==> config.mk <==
export PLATFORM = sky130hd
export DESIGN_NAME = sarstk_top
export DESIGN_NICKNAME = d
export VERILOG_FILES = /design/src/sarstk_pkg.sv /design/src/sarstk_shift_mem.sv /design/src/sarstk_top.sv
export SDC_FILE = /design/constraint.sdc
export NUM_CORES = 1
export LEC_CHECK = 0
export BUFFER_PORTS_ARGS = -buffer_cell sky130_fd_sc_hd__buf_2
export CORE_MARGIN = 5
export CORE_UTILIZATION = 30
export CTS_CLUSTER_DIAMETER = 200
export DETAILED_ROUTE_END_ITERATION = 12
export PLACE_DENSITY_LB_ADDON = 0.12
export SYNTH_ARGS = -nofsm -noshare
export SYNTH_HDL_FRONTEND = slang
export SYNTH_SLANG_ARGS = --single-unit
==> constraint.sdc <==
create_clock -name clk -period 1.3 [get_ports clk]
set_input_delay 0.39 -clock clk [delete_from_list [all_inputs] [get_ports clk]]
set_output_delay 0.39 -clock clk [all_outputs]
set_load 0.01 [all_outputs]
==> src/sarstk_pkg.sv <==
// Package for the address recovery stack: offsets, field layout, bus constants
package sarstk_pkg;
    localparam int SARSTK_DATA_W = 8;
    localparam int SARSTK_ADDR_W = 7;
    localparam int SARSTK_DEPTH = 4;
    localparam int SARSTK_IDX_W = 2;
    // Stack slot offsets in the second bank
    localparam logic [6:0] SARSTK_OFF_INTERRUPTED = 7'h4E;
    localparam logic [6:0] SARSTK_OFF_OLDER = 7'h4F;
    // Control register A and its bank-select bit
    localparam logic [6:0] SARSTK_OFF_CTRL_A = 7'h0A;
    localparam int SARSTK_BANK_BIT = 4;
    // Entry layout
    localparam int SARSTK_ENTRY_BANK_POS = 7;
    // Stack positions read by the two slots
    localparam logic [1:0] SARSTK_POS_INTERRUPTED = 2'h2;
    localparam logic [1:0] SARSTK_POS_OLDER = 2'h3;
    localparam logic [7:0] SARSTK_ENTRY_RESET = 8'h00;
    localparam logic [7:0] SARSTK_CTRL_A_RESET = 8'h00;
endpackage

==> src/sarstk_shift_mem.sv <==
// Four-entry push-down stack with registered read port
`timescale 1ns/1ns
`default_nettype none
module sarstk_shift_mem
    import sarstk_pkg::*;
#(
    parameter int WIDTH = SARSTK_DATA_W,
    parameter int DEPTH = SARSTK_DEPTH,
    parameter int IDX_W = SARSTK_IDX_W
) (
    // Clock and reset
    input wire logic clk,
    input wire logic rst_n,
    input wire logic clk_en,
    // Push side
    input wire logic push,
    input wire logic [WIDTH-1:0] push_data,
    // Read side
    input wire logic [IDX_W-1:0] rd_idx,
    output logic [WIDTH-1:0] rd_data
);
    logic [DEPTH-1:0][WIDTH-1:0] ent;
    logic [WIDTH-1:0] rd_q;
    always_ff @(posedge clk or negedge rst_n) begin
        if (!rst_n) begin
            ent <= '0;
            rd_q <= '0;
        end else if (clk_en) begin
            rd_q <= ent[rd_idx];
            if (push) begin
                ent[0] <= push_data;
                for (int i = 1; i < DEPTH; i++) begin
                    ent[i] <= ent[i-1];
                end
            end
        end
    end
    assign rd_data = rd_q;
endmodule // sarstk_shift_mem
`default_nettype wire

==> src/sarstk_top.sv <==
// Address recovery stack on a multiplexed host bus
// Behaviour
// - The stack is readable at second-bank offsets 4Eh and 4Fh.
// - Each entry holds the bank-select bit in bit 7 and the seven address bits below it.
// - The address is captured from the bus on the falling edge of the latch strobe.
// - Every capture pushes the stack with the new address on top.
// - The stack is four deep and drops its oldest entry on a push.
// - Latching 4Eh then leaves the lost address two deep, which a read at 4Eh returns.
// - Address and data share the eight bus lines, address phase first.
`timescale 1ns/1ns
`default_nettype none
module sarstk_top
    import sarstk_pkg::*;
(
    // Clock and reset
    input wire logic clk,
    input wire logic rst_n,
    input wire logic clk_en,
    // Host bus
    input wire logic addr_latch,
    input wire logic rd_n,
    input wire logic wr_n,
    input wire logic cs_n,
    input wire logic [7:0] bus_in,
    output logic [7:0] bus_out,
    output logic bus_oe_n,
    // Status
    output logic bank_select_bit
);
    typedef struct packed {
        logic ale_q;
        logic rd_q;
        logic wr_q;
        logic [6:0] addr;
        logic [7:0] ctrl_a;
        logic [7:0] dout;
        logic oe_n;
    } sarstk_state_t;

    sarstk_state_t st, next_st;
    logic push;
    logic [7:0] push_data;
    logic [1:0] rd_idx;
    logic [7:0] stk_data;
    logic hit_stack;

    sarstk_shift_mem #(
        .WIDTH(SARSTK_DATA_W),
        .DEPTH(SARSTK_DEPTH),
        .IDX_W(SARSTK_IDX_W)
    ) u_mem (
        .clk(clk),
        .rst_n(rst_n),
        .clk_en(clk_en),
        .push(push),
        .push_data(push_data),
        .rd_idx(rd_idx),
        .rd_data(stk_data)
    );

    always_comb begin
        next_st = st;
        push = 1'b0;
        hit_stack = st.ctrl_a[SARSTK_BANK_BIT]
            && (st.addr == SARSTK_OFF_INTERRUPTED || st.addr == SARSTK_OFF_OLDER);
        rd_idx = (st.addr == SARSTK_OFF_OLDER) ? SARSTK_POS_OLDER : SARSTK_POS_INTERRUPTED;
        push_data = {st.ctrl_a[SARSTK_BANK_BIT], bus_in[6:0]};
        next_st.ale_q = addr_latch;
        next_st.rd_q = !rd_n && !cs_n;
        next_st.wr_q = !wr_n && !cs_n;
        // Falling edge of the latch strobe captures the address phase
        if (st.ale_q && !addr_latch) begin
            next_st.addr = bus_in[6:0];
            push = 1'b1;
        end
        // Data phase: only control register A is writable here
        if (!wr_n && !cs_n && !st.wr_q && st.addr == SARSTK_OFF_CTRL_A) begin
            next_st.ctrl_a = bus_in;
        end
        // Stack slot writes fall through untouched
        // Read data is taken once at the start of the strobe and then held
        if (!rd_n && !cs_n) begin
            next_st.oe_n = 1'b0;
            if (st.rd_q) begin
                next_st.dout = st.dout;
            end else if (hit_stack) begin
                next_st.dout = stk_data;
            end else if (st.addr == SARSTK_OFF_CTRL_A) begin
                next_st.dout = st.ctrl_a;
            end else begin
                next_st.dout = 8'h00;
            end
        end else begin
            next_st.oe_n = 1'b1;
        end
    end

    always_ff @(posedge clk or negedge rst_n) begin
        if (!rst_n) begin
            st <= '{ale_q: 1'b0, rd_q: 1'b0, wr_q: 1'b0, addr: 7'h00,
                    ctrl_a: SARSTK_CTRL_A_RESET, dout: 8'h00, oe_n: 1'b1};
        end else if (clk_en) begin
            st <= next_st;
        end
    end

    assign bus_out = st.dout;
    assign bus_oe_n = st.oe_n;
    assign bank_select_bit = st.ctrl_a[SARSTK_BANK_BIT];
endmodule // sarstk_top
`default_nettype wire

==> impl.org, run 1 <==
** Route
- In the final routed layout, each cell accounts on average for between 15 and 20 um.
- Final Routed Wirelength :: 5490 um
- For this block, the initial DRC count from the detailed router was 105.
- Count of TritonRoute iterations in the first routing pass :: 4
- Drt via density :: 4.700
- In the routed design, unresolved DRC markers number 0.
- Summing over every cut layer, the via total after detailed routing is 1659.
- Once detail routing completed, the nets flagged for antenna violations numbered 0.

** Placement
- In this run the cell area measured after placement is 0.002895 mm2.
- RePlAce Congestion :: about 0.75
- Post-Place Setup Slack :: -0.1568 ns
- Port buffering added 24 buffers.
- After detailed placement, the design holds a cell count of between 300 and 400.
- DPL Wire Length :: 3827 um

** Clocking
- For the worst-skew pair, the clock arrives at the later sink with an insertion delay of ~0.33 ns.
- Clock transition at the register clock pins on the worst setup and hold paths after CTS :: 0.06 ns
- The number of hold buffers added after CTS was 0.
- Number of H-tree levels :: 3
- Clk root buf :: sky130_fd_sc_hd__clkbuf_8
- Clock tree from TritonCTS :: done
- Number of buffers added by the clock tree synthesis step :: 9
- Buffer levels on the longest clock path :: 2
- Clock sink count :: 60

** GRT
- Number of antenna violations at the first check in global routing :: 0
- Grt ovf :: 0
- Global routing used about 11% of the available tracks.
- First-pass GRT wire length :: 8700 um
- The via count of the first global-routing pass came to 1618.
- Entering global routing, the biggest net connects 61 pins.

** Logic synthesis
- The Yosys step of the flow raised 0 warnings.
- Mapped Area :: 0.002601 mm2
- Of all cell types, the one taking the most synthesized area is sky130_fd_sc_hd__dfrtp_1.
- Avg Cell Area, Syn :: around 13 um2
- Post-synthesis net count :: 220
- Count of distinct cell types in the synthesized netlist :: 26
- Top post-synthesis cells by area :: sky130_fd_sc_hd__dfrtp_1 (57%), sky130_fd_sc_hd__mux2_2 (18%), sky130_fd_sc_hd__nand4_1 (5.3%)
- Flops & latches, synth :: 60
- Synthesis produced a netlist whose cell count is 205.
- The share of the Yosys chip area taken by registers is between 50 and 60%.
- After synthesis, the largest area contributor takes up 56.76% of total cell area.

** STA
- Headroom to the max-slew limit :: between 70% and 80%
- Worst-case hold slack :: approximately 0.056 ns
- # setup viols final :: 19
- Max Slew Vio Count :: 0
- Least-Margin Pin Slew :: ~0.32 ns
- Tcrit/Tclk final :: 106.4%
- Setup repair after global routing could not meet its margin everywhere.
- Final Hold Vio Count :: 0
- TNS Setup :: -1.001 ns
- Final setup margin :: -0.08358 ns
- Peak clock frequency supported by timing :: 722.8 MHz
- On the final layout, the worst clock skew is 0.006332 ns.
- Period minus WS final :: ~1.4 ns

** Hold path
- The worst hold path belongs to the class primary input to async pin.

** Pwr
- Sequential share of power :: 51.4%
- Net switching is 27.35% of the power.
- For this design the total switching power over the nets is 1.417 mW.
- The internal power of the cells totals 3.765 mW.
- Combinational logic is responsible for 19.3% of the overall power.
- Total power for the finished layout comes to 5.182 mW.
- In this run the static leakage power is around 1.4 nW.
- Total power density per cell area :: 1640 mW/mm2
- VDD sags by at most 800.6 uV.
- Clock Power Share :: 29.3%

** Setup path
- The worst register-to-register path begins at u_mem.ent[5]$_DFFE_PN0P_.
- Reg-to-reg slack, setup :: -0.08 ns
- At the worst endpoint, the arrival time is 1.60 ns.
- The worst register-to-register path ends at st[11]$_DFFE_PN0P_.
- Critical path fanouts, max :: 8
- Crit Path Category :: flip-flop to flip-flop
- Worst setup EP type :: flip-flop
- Required time at the worst-slack endpoint :: around 1.5 ns
- The number of cells on the worst reg-to-reg path is 3.
- Critical Path Start Type :: flip-flop

** Cells and area
- The layout has 871 filler cells.
- Excluding fillers, the count of instances in the completed layout stands at 353.
- Count of antenna diodes in the layout :: 0
- From synthesis to final layout, the design area changed by 21.45%.
- Number of nets in the finished design :: 255
- Of the cells placed in the final design, the portion with a size suffix greater than 1 is between 40% and 50%.
- Final std cell area, no fill :: between 0.003 and 0.004 mm2
- At the end of the flow the core is filled with cells to 36.76%.

** Floorplan
- Die area :: 0.01063 mm2
- 25 I/O pins were placed.
- The core region is between 0.008 and 0.009 mm2.
- In this run the horizontal extent of the chip is 103.1 um.
- For this configuration, the core starts out at a cell density of 30.27%.
- The initialized floorplan defines 34 standard-cell rows.
- Die height :: 103.1 um

** Status
- The checks that failed: negative setup slack.
- Outcome :: complete, but fails checks

** Job
- Reported max-cap violation count :: 0
[routing by layer]
layer / part of all wire, % / GRT usage, %
met1: 50 / 15.52
met2: 45 / 15.74
met3: 3.6 / 3.451
met4: 2.2 / 4.781
met5: 0 / 0
[cells in the mapped netlist (all sizes together)]
cell type,n
inv,1
nor2,10
nand4bb,1
clkbuf,4
o21ai,9
o21a,1
buf,18
and2,1
nand3b,1
nand4,23
nor2b,1
a21oi,1
dfrtp,59
dfstp,1
nand3,8
or4b,1
a31oi,8
nand2,10
nor4b,1
o31ai,1
mux2,42
and4bb,1
and3,1
nor3,1
[placed cells by master, fill, tap and decap left out, drive strengths merged]
cell and n:
and4bb 1, nand4bb 1, nor2 10, clkinv 1
dfstp 1, inv 1, and3 1, o31ai 1
clkbuf 15, nand4 23, buf 45, and2 1
a21oi 1, o21ai 9, nand3 8, a31oi 8
nor4b 1, nand3b 1, dfrtp 59, nor3 1
o21a 1, nand2 10, nor2b 1, mux2 42
or4b 2
[critical path, stage by stage (launching register included)]
cell and delay (ns):
sky130_fd_sc_hd__dfrtp_1 0.40, sky130_fd_sc_hd__and4bb_4 0.36, sky130_fd_sc_hd__nand4_4 0.18, sky130_fd_sc_hd__mux2_2 0.32
[state kept, by name, summed over array words and instances, names as in the netlist]
name             count
st                  10
u_mem.rd_data        8
bus_out              8
bank_select_bit      1
u_mem.ent           32
bus_oe_n             1
[final cells by class]
cell class,instances,area [um2],area share [%]
tap,108,135.1,4.277
clock inverter,1,5.005,0.1584
inverter,1,3.754,0.1188
multi-input combinational,123,1011,32.00
sequential,60,1505,47.64
clock buffer,15,176.4,5.584
timing repair buffer,45,322.8,10.22
[kinds of logic after synthesis]
family	share of synthesized area, %
DFF	57.77
muxes	18.18
and+or+nand+nor	14.48
buffers and inverters	4.954
AOI/OAI and AO/OA	4.617
[timing repair]
| item | 4_1_cts | 5_1_grt |
|---|---|---|
| buffers inserted | 1 | 2 |
| endpoints found under the hold margin | 0 | 0 |
| gates cloned | 0 | 1 |
| pin swaps | 0 | 4 |
| gates resized for setup | 5 | 10 |
| endpoints found under the setup margin | 22 | 26 |
[worst max-delay path by stage]
stage / startpoint / endpoint / slack, ns / depth (start not counted)
after floorplan: u_mem.ent[6]$_DFFE_PN0P_ / bank_select_bit$_DFFE_PN0P_ / -0.06 / 3
after global placement: clk_en / st[16]$_DFFE_PN0P_ / -0.15 / 4
after detailed placement: cs_n / bus_out[4]$_DFFE_PN0P_ / -0.16 / 3
after CTS: u_mem.ent[5]$_DFFE_PN0P_ / st[9]$_DFFE_PN0P_ / -0.10 / 3
after global routing: u_mem.ent[4]$_DFFE_PN0P_ / st[9]$_DFFE_PN0P_ / -0.15 / 3
final: u_mem.ent[5]$_DFFE_PN0P_ / st[11]$_DFFE_PN0P_ / -0.08 / 3
[power by group through the flow]
stage                     clock [mW]  combinational, mW  sequential [mW]
after floorplan                    0              0.655             2.59
after global placement             0              0.948             2.68
after detailed placement           0              0.956             2.69
after CTS                       1.58              0.975             2.66
after global routing            1.68               1.11             2.72
final                           1.52               1.00             2.66
(Power assumes the default switching activity.)
==> run 2: changes to the inputs <==
--- a/config.mk
+++ b/config.mk
@@ -5,12 +5,14 @@
 export SDC_FILE = /design/constraint.sdc
 export NUM_CORES = 1
 export LEC_CHECK = 0
+export ABC_CLOCK_PERIOD_IN_PS = 1300
 export BUFFER_PORTS_ARGS = -buffer_cell sky130_fd_sc_hd__buf_2
 export CORE_MARGIN = 5
 export CORE_UTILIZATION = 30
 export CTS_CLUSTER_DIAMETER = 200
 export DETAILED_ROUTE_END_ITERATION = 12
 export PLACE_DENSITY_LB_ADDON = 0.12
+export SETUP_SLACK_MARGIN = 0.02
 export SYNTH_ARGS = -nofsm -noshare
 export SYNTH_HDL_FRONTEND = slang
 export SYNTH_SLANG_ARGS = --single-unit
==> run 2 against run 1 <==
  * The flow still finishes with violations (negative setup slack)
  * Non-clock buffer count rose by 7
  * Flip-flop and latch count did not move
  * Sequential power rose by 2%
  * Combinational power rose by 32%
  * Design area rose by 7.1%
  * Wire length rose by 16%
  * Maximum frequency fell by 0.98%
  * Cell count rose by 1.4%
  * Total power rose by 4.3%
  * Setup slack got worse by 0.014 ns
  * Largest cell class unchanged
  * Critical path depth did not move
==> impl.org, run 2 (synthesized netlist as in run 1, its figures left out) <==
** Setup path
- Arrival time at the worst endpoint :: 1.61 ns (was 1.60 ns)
- R2r worst-path depth :: 3 (unchanged)
- Critical Path Start Type :: flip-flop (unchanged)
- The worst-case register-to-register setup slack was -0.1 ns (was -0.08 ns).
- The peak fanout along the critical path is 8 (unchanged).
- The capture point of the worst reg-to-reg path is st[9]$_DFFE_PN0P_ (was st[11]$_DFFE_PN0P_).
- The category of the worst setup path capture point was a flip-flop (unchanged).
- The reg-to-reg startpoint was u_mem.ent[4]$_DFFE_PN0P_ (was u_mem.ent[5]$_DFFE_PN0P_).
- The required time at the endpoint of the critical path came to 1.51 ns (about the same).
- Crit Path Category :: flip-flop to flip-flop (unchanged)

** STA
- Final Hold Vio Count :: 0 (unchanged)
- Peak clock frequency supported by timing :: 715.7 MHz (was 722.8 MHz)
- The count of pins over their slew limit is 0 (unchanged).
- Final setup margin :: -0.09725 ns (was -0.08358 ns)
- Headroom to the max-slew limit :: 78.24% (was 78.64%)
- # setup viols final :: 17 (was 19)
- Least-Margin Pin Slew :: 0.3265 ns (was 0.3205 ns)
- Setup repair after global routing missed its margin :: true (unchanged)
- The tightest hold margin came to 0.06966 ns (was 0.05570 ns).
- Final Skew :: 0.007616 ns (was 0.006332 ns)
- Period minus WS final :: 1.397 ns (was 1.384 ns)
- The final cycle utilization of the critical path is 107.5% (was 106.4%).

** Route
- Number of routed nets with antenna violations :: 0 (unchanged)
- The total detailed-routing wirelength was 6377 um (was 5490 um).
- The number of DRC violations after detailed routing came to 0 (unchanged).
- Count of TritonRoute iterations in the first routing pass :: 4 (unchanged)
- The routed wire length per instance came to 17.81 um (was 15.55 um).
- The vias after detailed routing was 1731 (was 1659).
- Detailed router's first-iteration violation count :: 67 (was 105)
- The detail-routed via count per cell came to 4.835 (was 4.700).

** Floorplan
- Number of placed I/O pins :: 25 (unchanged)
- Overall die width :: 103.1 um (unchanged)
- The die outline area was 0.01063 mm2 (unchanged).
- Die height :: 103.1 um (unchanged)
- The initial standard-cell utilization of the core is 30.27% (unchanged).
- The placeable core region was 0.008593 mm2 (unchanged).
- Standard-cell rows :: 34 (unchanged)

** Clocking
- The worst-case clock buffer depth was 2 (unchanged).
- Clock sink count :: 60 (unchanged)
- Clk_lat worst skew :: 0.33 ns (about the same)
- Number of H-tree levels :: 3 (unchanged)
- The TritonCTS clock tree was done (unchanged).
- The total clock buffers created by CTS is 9 (unchanged).
- Post-cts hold buffer count :: 0 (unchanged)
- The root cell of the clock tree was sky130_fd_sc_hd__clkbuf_8 (unchanged).
- Clock transition at the register clock pins on the worst setup and hold paths after CTS :: 0.07 ns (was 0.06 ns)

** Hold path
- Worst min path class :: primary input to async pin (unchanged)

** Pwr
- Leakage Power :: 1.643 nW (was 1.436 nW)
- Maximum vdd ir drop :: 545.3 uV (was 800.6 uV)
- The power density of the placed cells came to 1598 mW/mm2 (was 1640 mW/mm2).

** Cells and area
- The area growth from synthesis to final layout is 30.06% (was 21.45%).
- The number of nets in the layout is 261 (was 255).
- Largest registers :: u_mem.ent x32, st x10 (unchanged)
- Most frequent cells in the layout :: sky130_fd_sc_hd__dfrtp_1 (58), sky130_fd_sc_hd__mux2_4 (32), sky130_fd_sc_hd__nand4_1 (22), sky130_fd_sc_hd__buf_2 (22), sky130_fd_sc_hd__buf_4 (17) (was sky130_fd_sc_hd__dfrtp_1 (57), sky130_fd_sc_hd__mux2_2 (42), sky130_fd_sc_hd__nand4_1 (22), sky130_fd_sc_hd__buf_2 (22), sky130_fd_sc_hd__buf_4 (17))
- The flip-flop count of the largest register after layout is 32 (unchanged).
- Final std cell area, no fill :: 0.003383 mm2 (was 0.003159 mm2)
- Share of final-layout standard cells stronger than drive strength 1 :: 49.20% (was 46.94%)
- Count of antenna diodes in the layout :: 0 (unchanged)
- Multi-input gate area :: 0.001121 mm2 (was 0.001011 mm2)
- Seq. cell area :: 0.001504 mm2 (was 0.001505 mm2)
- The register with the most flip-flops was u_mem.ent (unchanged).
- The leading cell type in the layout, fill and taps excluded was sky130_fd_sc_hd__dfrtp_1 (unchanged).
- The final-layout fill cell count is 868 (was 871).

** Status
- Outcome: complete, but fails checks (unchanged).
- Failing checks: negative setup slack (unchanged).

** Placement
- The routability-driven placement congestion ratio came to 0.6819 (was 0.7521).
- Count of buffers inserted at the top-level ports :: 24 (unchanged)
- The instance area after placement is 0.003029 mm2 (was 0.002895 mm2).
- Post-Place Setup Slack :: -0.1879 ns (was -0.1568 ns)
- DPL Wire Length :: 3921 um (was 3827 um)

** GRT
- Pin count of the biggest net entering global routing :: 61 (unchanged)
- First-pass GRT wire length :: 9867 um (was 8700 um)
- Global-route total usage across every layer :: 12.67% (was 11.08%)
- Number of global-route vias before repair :: 1784 (was 1618)
- Grt ovf :: 0 (unchanged)
- The number of antenna violations at the first check in global routing was 0 (unchanged).

** Job
- Reported max-cap violation count :: 0 (unchanged)
-- run 2: metal layers --
metal / vias to the layer above / GRT usage [%] / routed length, um
li1: 830 / - / -
met1: 877 / 17.85 / 3165
met5: - / 0 / 0
met4: 0 / 5.080 / 43
met2: 20 / 18.65 / 2960
met3: 4 / 3.180 / 209
-- run 2: report_power, final --
part	internal [mW]	leakage [nW]	total, mW	switching, mW
sequential	2.35	0.754	2.70	0.352
combinational	0.831	0.805	1.32	0.491
clock	0.662	0.0844	1.38	0.720
total	3.84	1.64	5.41	1.56
-- run 2: cell type report --
class	instances	area share [%]
Sequential cell	60	44.45
Multi-Input combinational cell	122	33.14
Clock inverter	6	0.9615
Timing Repair Buffer	52	13.68
Tap cell	108	3.994
Inverter	1	0.1109
Clock buffer	9	3.661
-- run 2: critical path, stage by stage, from the launching register on --
cell and delay [ns]:
sky130_fd_sc_hd__dfrtp_1 0.37, sky130_fd_sc_hd__and4bb_4 0.38, sky130_fd_sc_hd__nand4_4 0.20, sky130_fd_sc_hd__mux2_2 0.33
-- run 2: per-stage QoR --
step	setup TNS [ns]	power, mW	std cells	util, %
final	-0.8574	5.407	358	39.37
after global routing	-2.398	5.746	358	39.37
after CTS	-1.882	5.347	352	37.74
after detailed placement	-5.670	3.895	335	35.25
after global placement	-5.595	3.881	335	35.25
after floorplan	-1.189	3.450	205	-
-- run 2: worst max path at each step --
stage	from	to	slack, ns	cells after the start
after floorplan	u_mem.ent[6]$_DFFE_PN0P_	bank_select_bit$_DFFE_PN0P_	-0.06	3
after global placement	clk_en	bank_select_bit$_DFFE_PN0P_	-0.16	4
after detailed placement	clk_en	st[9]$_DFFE_PN0P_	-0.19	4
after CTS	u_mem.ent[5]$_DFFE_PN0P_	st[9]$_DFFE_PN0P_	-0.12	3
after global routing	u_mem.ent[4]$_DFFE_PN0P_	bank_select_bit$_DFFE_PN0P_	-0.16	3
final	u_mem.ent[4]$_DFFE_PN0P_	st[9]$_DFFE_PN0P_	-0.1	3
-- run 2: repair_timing --
item,in CTS,in global routing
setup endpoints to repair,31,62
gates resized for setup,9,20
pin swaps,0,0
endpoints found under the hold margin,0,0
setup buffers,1,4
gates cloned,1,2
==> run 3: changes to the inputs <==
--- a/config.mk
+++ b/config.mk
@@ -7,6 +7,7 @@
 export LEC_CHECK = 0
 export ABC_CLOCK_PERIOD_IN_PS = 1300
 export BUFFER_PORTS_ARGS = -buffer_cell sky130_fd_sc_hd__buf_2
+export CORE_ASPECT_RATIO = 0.9
 export CORE_MARGIN = 5
 export CORE_UTILIZATION = 30
 export CTS_CLUSTER_DIAMETER = 200
==> run 3 against run 2 <==
  * Maximum frequency decreased by 1.2%
  * The run still ends with negative setup slack left
  * Clock skew rose by 0.00081 ns
  * Flip-flop and latch count is the same
  * First-iteration DRC count increased by 6.0%
  * Hold slack better by 0.21 ns
  * Largest power group unchanged
  * Sequential power hardly changed
  * Combinational power down 6%
==> impl.org, run 3 (synthesized netlist as in run 1, its figures left out) <==
** Status
- Outcome :: complete, but fails checks (unchanged)
- Failing checks: negative setup slack (unchanged).

** Clocking
- Number of H-tree levels :: 3 (unchanged)
- Clk_lat worst skew :: 0.33 ns (about the same)
- Buffer levels on the longest clock path :: 2 (unchanged)
- Number of buffers added by the clock tree synthesis step :: 9 (unchanged)
- The clock input transition at the sequential cells of the worst setup and hold paths came to 0.07 ns (about the same).
- The TritonCTS clock tree is done (unchanged).
- The CTS sink count was 60 (unchanged).
- The root cell of the clock tree is sky130_fd_sc_hd__clkbuf_8 (unchanged).

** Route
- The detail-routed via count per cell is 4.749 (was 4.835).
- Via Count :: 1776 (was 1731)
- The met2 wire length is 2723 um (was 2960 um).
- Count of TritonRoute iterations in the first routing pass :: 4 (unchanged)
- Met1 Routed Length :: 3368 um (was 3165 um)
- Detailed-route wire length per cell :: 17.27 um (was 17.81 um)
- Highest routing layer actually used :: met4 (unchanged)
- The number of design-rule violations left by the first detailed-router iteration came to 71 (was 67).
- Final Routed Wirelength :: 6459 um (was 6377 um)
- The routed length on met3 is 323 um (was 209 um).
- The number of antenna-violating nets in the routed design is 0 (unchanged).
- The number of DRC violations after detailed routing is 0 (unchanged).

** Pwr
- The combinational share of power came to 20.9% (was 24.4%).
- The proportion of total power due to net switching was 26.13% (was 28.90%).
- The worst IR drop on VDD came to 829.4 uV (was 545.3 uV).
- Net switching power of the design :: 1.552 mW (was 1.563 mW)
- The reported leakage power was 1.643 nW (about the same).
- Sequential share of power :: 45.3% (was 50.0%)
- The post-route total power came to 5.940 mW (was 5.407 mW).
- Internal power :: 4.388 mW (was 3.844 mW)
- Clock Power Share :: 33.8% (was 25.6%)
- The power density of the placed cells came to 1727 mW/mm2 (was 1598 mW/mm2).

** STA
- The clock tree skew after final layout is 0.008428 ns (was 0.007616 ns).
- The count of pins over their slew limit is 0 (unchanged).
- Setup repair after global routing missed its margin: true (unchanged).
- The slew at the pin closest to its max-slew limit came to 0.3200 ns (was 0.3265 ns).
- Headroom to the max-slew limit :: 78.67% (was 78.24%)
- The final hold violation count is 0 (unchanged).
- The fmax was 707.3 MHz (was 715.7 MHz).
- The setup total negative slack came to -0.9649 ns (was -0.8574 ns).
- The final worst slack is -0.1138 ns (was -0.09725 ns).
- The final cycle utilization of the critical path came to 108.8% (was 107.5%).
- Worst-case hold slack :: 0.2846 ns (was 0.06966 ns)
- The total setup violations reported at the end of the flow came to 11 (was 17).
- The final critical-path required period came to 1.414 ns (was 1.397 ns).

** GRT
- Number of antenna violations at the first check in global routing :: 0 (unchanged)
- The first-pass GRT wire length was 10140 um (was 9867 um).
- Number of global-route vias before repair :: 1796 (was 1784)
- The pin count of the biggest net entering global routing was 37 (was 61).
- Global-route total usage across every layer :: 12.40% (was 12.67%)
- Grt ovf :: 0 (unchanged)

** Setup path
- The library cell contributing the largest single delay on the critical path was sky130_fd_sc_hd__and4bb_4 (unchanged).
- Crit-path cells: and4bb_4 > nand4_4 > mux2_2 (unchanged).
- The number of buffers and inverters on the critical path came to 0 (unchanged).
- The arrival time of data at the critical path endpoint came to 1.63 ns (was 1.61 ns).
- The number of cells on the critical path is 3 (unchanged).
- The required time at the endpoint of the critical path was 1.51 ns (about the same).
- The depth of the worst register-to-register path is 3 (unchanged).
- The peak fanout along the critical path is 8 (unchanged).
- The largest stage delay on the critical path was 0.39 ns (was 0.38 ns).
- Worst setup EP type :: flip-flop (unchanged)
- Crit Path Category :: flip-flop to flip-flop (unchanged)
- The family with the most delay on the worst path is simple AND/OR/NAND/NOR gates (unchanged).
- The startpoint kind of the worst setup timing path is a flip-flop (unchanged).

** Floorplan
- Number of placed I/O pins :: 25 (unchanged)
- Die height :: 98.34 um (was 103.1 um)
- Die area :: 0.01064 mm2 (was 0.01063 mm2)
- The horizontal die dimension is 108.2 um (was 103.1 um).
- The number of standard-cell rows in the floorplan is 32 (was 34).
- The placeable core region was 0.008528 mm2 (was 0.008593 mm2).
- Starting density of the core :: 30.50% (was 30.27%)

** Job
- The max-cap check violation count is 0 (unchanged).

** Placement
- Post-Place Setup Slack :: -0.1613 ns (was -0.1879 ns)
- RePlAce Congestion :: 0.7702 (was 0.6819)
- The half-perimeter wire length after placement came to 4171 um (was 3921 um).
- Cells after DPL :: 346 (was 335)
- The instance area after placement is 0.003030 mm2 (was 0.003029 mm2).
- Count of buffers inserted at the top-level ports :: 24 (unchanged)

** Cells and area
- Final std cell area, no fill :: 0.003440 mm2 (was 0.003383 mm2)
- The number of standard cells in the layout, taps in and fillers out was 374 (was 358).
- Flip-flop count of the largest register, all copies and words added :: 32 (unchanged)
- Most frequent cells in the layout: sky130_fd_sc_hd__dfrtp_1 (58), sky130_fd_sc_hd__mux2_4 (25), sky130_fd_sc_hd__buf_4 (23), sky130_fd_sc_hd__nand4_1 (22), sky130_fd_sc_hd__buf_2 (21) (was sky130_fd_sc_hd__dfrtp_1 (58), sky130_fd_sc_hd__mux2_4 (32), sky130_fd_sc_hd__nand4_1 (22), sky130_fd_sc_hd__buf_2 (22), sky130_fd_sc_hd__buf_4 (17)).
- Share of final-layout standard cells stronger than drive strength 1 :: 47.45% (was 49.20%)
- The number of nets in the layout was 265 (was 261).
- Commonest non-fill, non-tap cell in the layout :: sky130_fd_sc_hd__dfrtp_1 (unchanged)
- The number of antenna diodes is 0 (unchanged).
- Register name with the most flops :: u_mem.ent (unchanged)
- Area growth from synthesis to final layout :: 32.23% (was 30.06%)
- Core occupancy in the finished layout :: 40.33% (was 39.37%)
- Largest registers: u_mem.ent x32, st x10 (unchanged).

** Hold path
- Counting instances, the worst hold path has a depth of 2.
- Worst min path class :: primary input to flip-flop (was primary input to async pin)
## run 3: cell types whose count changed in the layout (fill, tap and decap cells not counted), sizes merged
cell / previous run / this run
clkinv: 5 / 0
clkbuf: 11 / 14
bufinv: 0 / 3
buf: 50 / 53
dlygate4sd3: 0 / 1
## run 3: final cells by class
cell class	instances	area [um2]
clock inverters	4	97.59
inverters	1	3.754
multi-input cells	122	1076
flip-flops and latches	60	1504
fillers	832	5089
well taps	119	148.9
repair buffers	56	474.2
clock buffers	12	135.1
## run 3: repair_timing
action / in CTS / in global routing
endpoints found under the hold margin: 10 / 0
pin swaps: 0 / 2
gates resized for setup: 5 / 8
hold buffers: 1 / 0
buffers inserted: 1 / 7
endpoints found under the setup margin: 25 / 61
cloned: 0 / 3
## run 3: layer usage
layer  GRT usage [%]  vias to the layer above
li1                -                      840
met1           18.61                      885
met3           4.759                        6
met4           2.913                        0
met2           16.68                       45
met5               0                        -
## run 3: power groups by stage
stage          Clock [mW]  Sequential (mW)  Combinational (mW)
2_1_floorplan           0             2.61               0.839
3_3_place_gp            0             2.72                1.16
3_5_place_dp            0             2.72                1.17
4_1_cts              2.06             2.69                1.20
5_1_grt              2.14             2.76                1.36
6_report             2.01             2.69                1.24
## run 3: worst paths after layout
check                                              end                startpoint  slack [ns]
min reg2reg                     bus_out[0]$_DFFE_PN0P_    bus_out[0]$_DFFE_PN0P_        0.50
min in group asynchronous    u_mem.ent[16]$_DFFE_PN0P_                     rst_n        0.48
max in group asynchronous  bank_select_bit$_DFFE_PN0P_                     rst_n        0.30
max                                 st[10]$_DFFE_PN0P_  u_mem.ent[4]$_DFFE_PN0P_       -0.11
max reg2reg                         st[10]$_DFFE_PN0P_  u_mem.ent[4]$_DFFE_PN0P_       -0.11
min                                 st[16]$_DFFE_PN0P_                 bus_in[7]        0.28
## run 3: worst register-to-register path: stages (launching register included)
cell and delay (ns):
sky130_fd_sc_hd__dfrtp_1 0.38, sky130_fd_sc_hd__and4bb_4 0.39, sky130_fd_sc_hd__nand4_4 0.20, sky130_fd_sc_hd__mux2_2 0.33
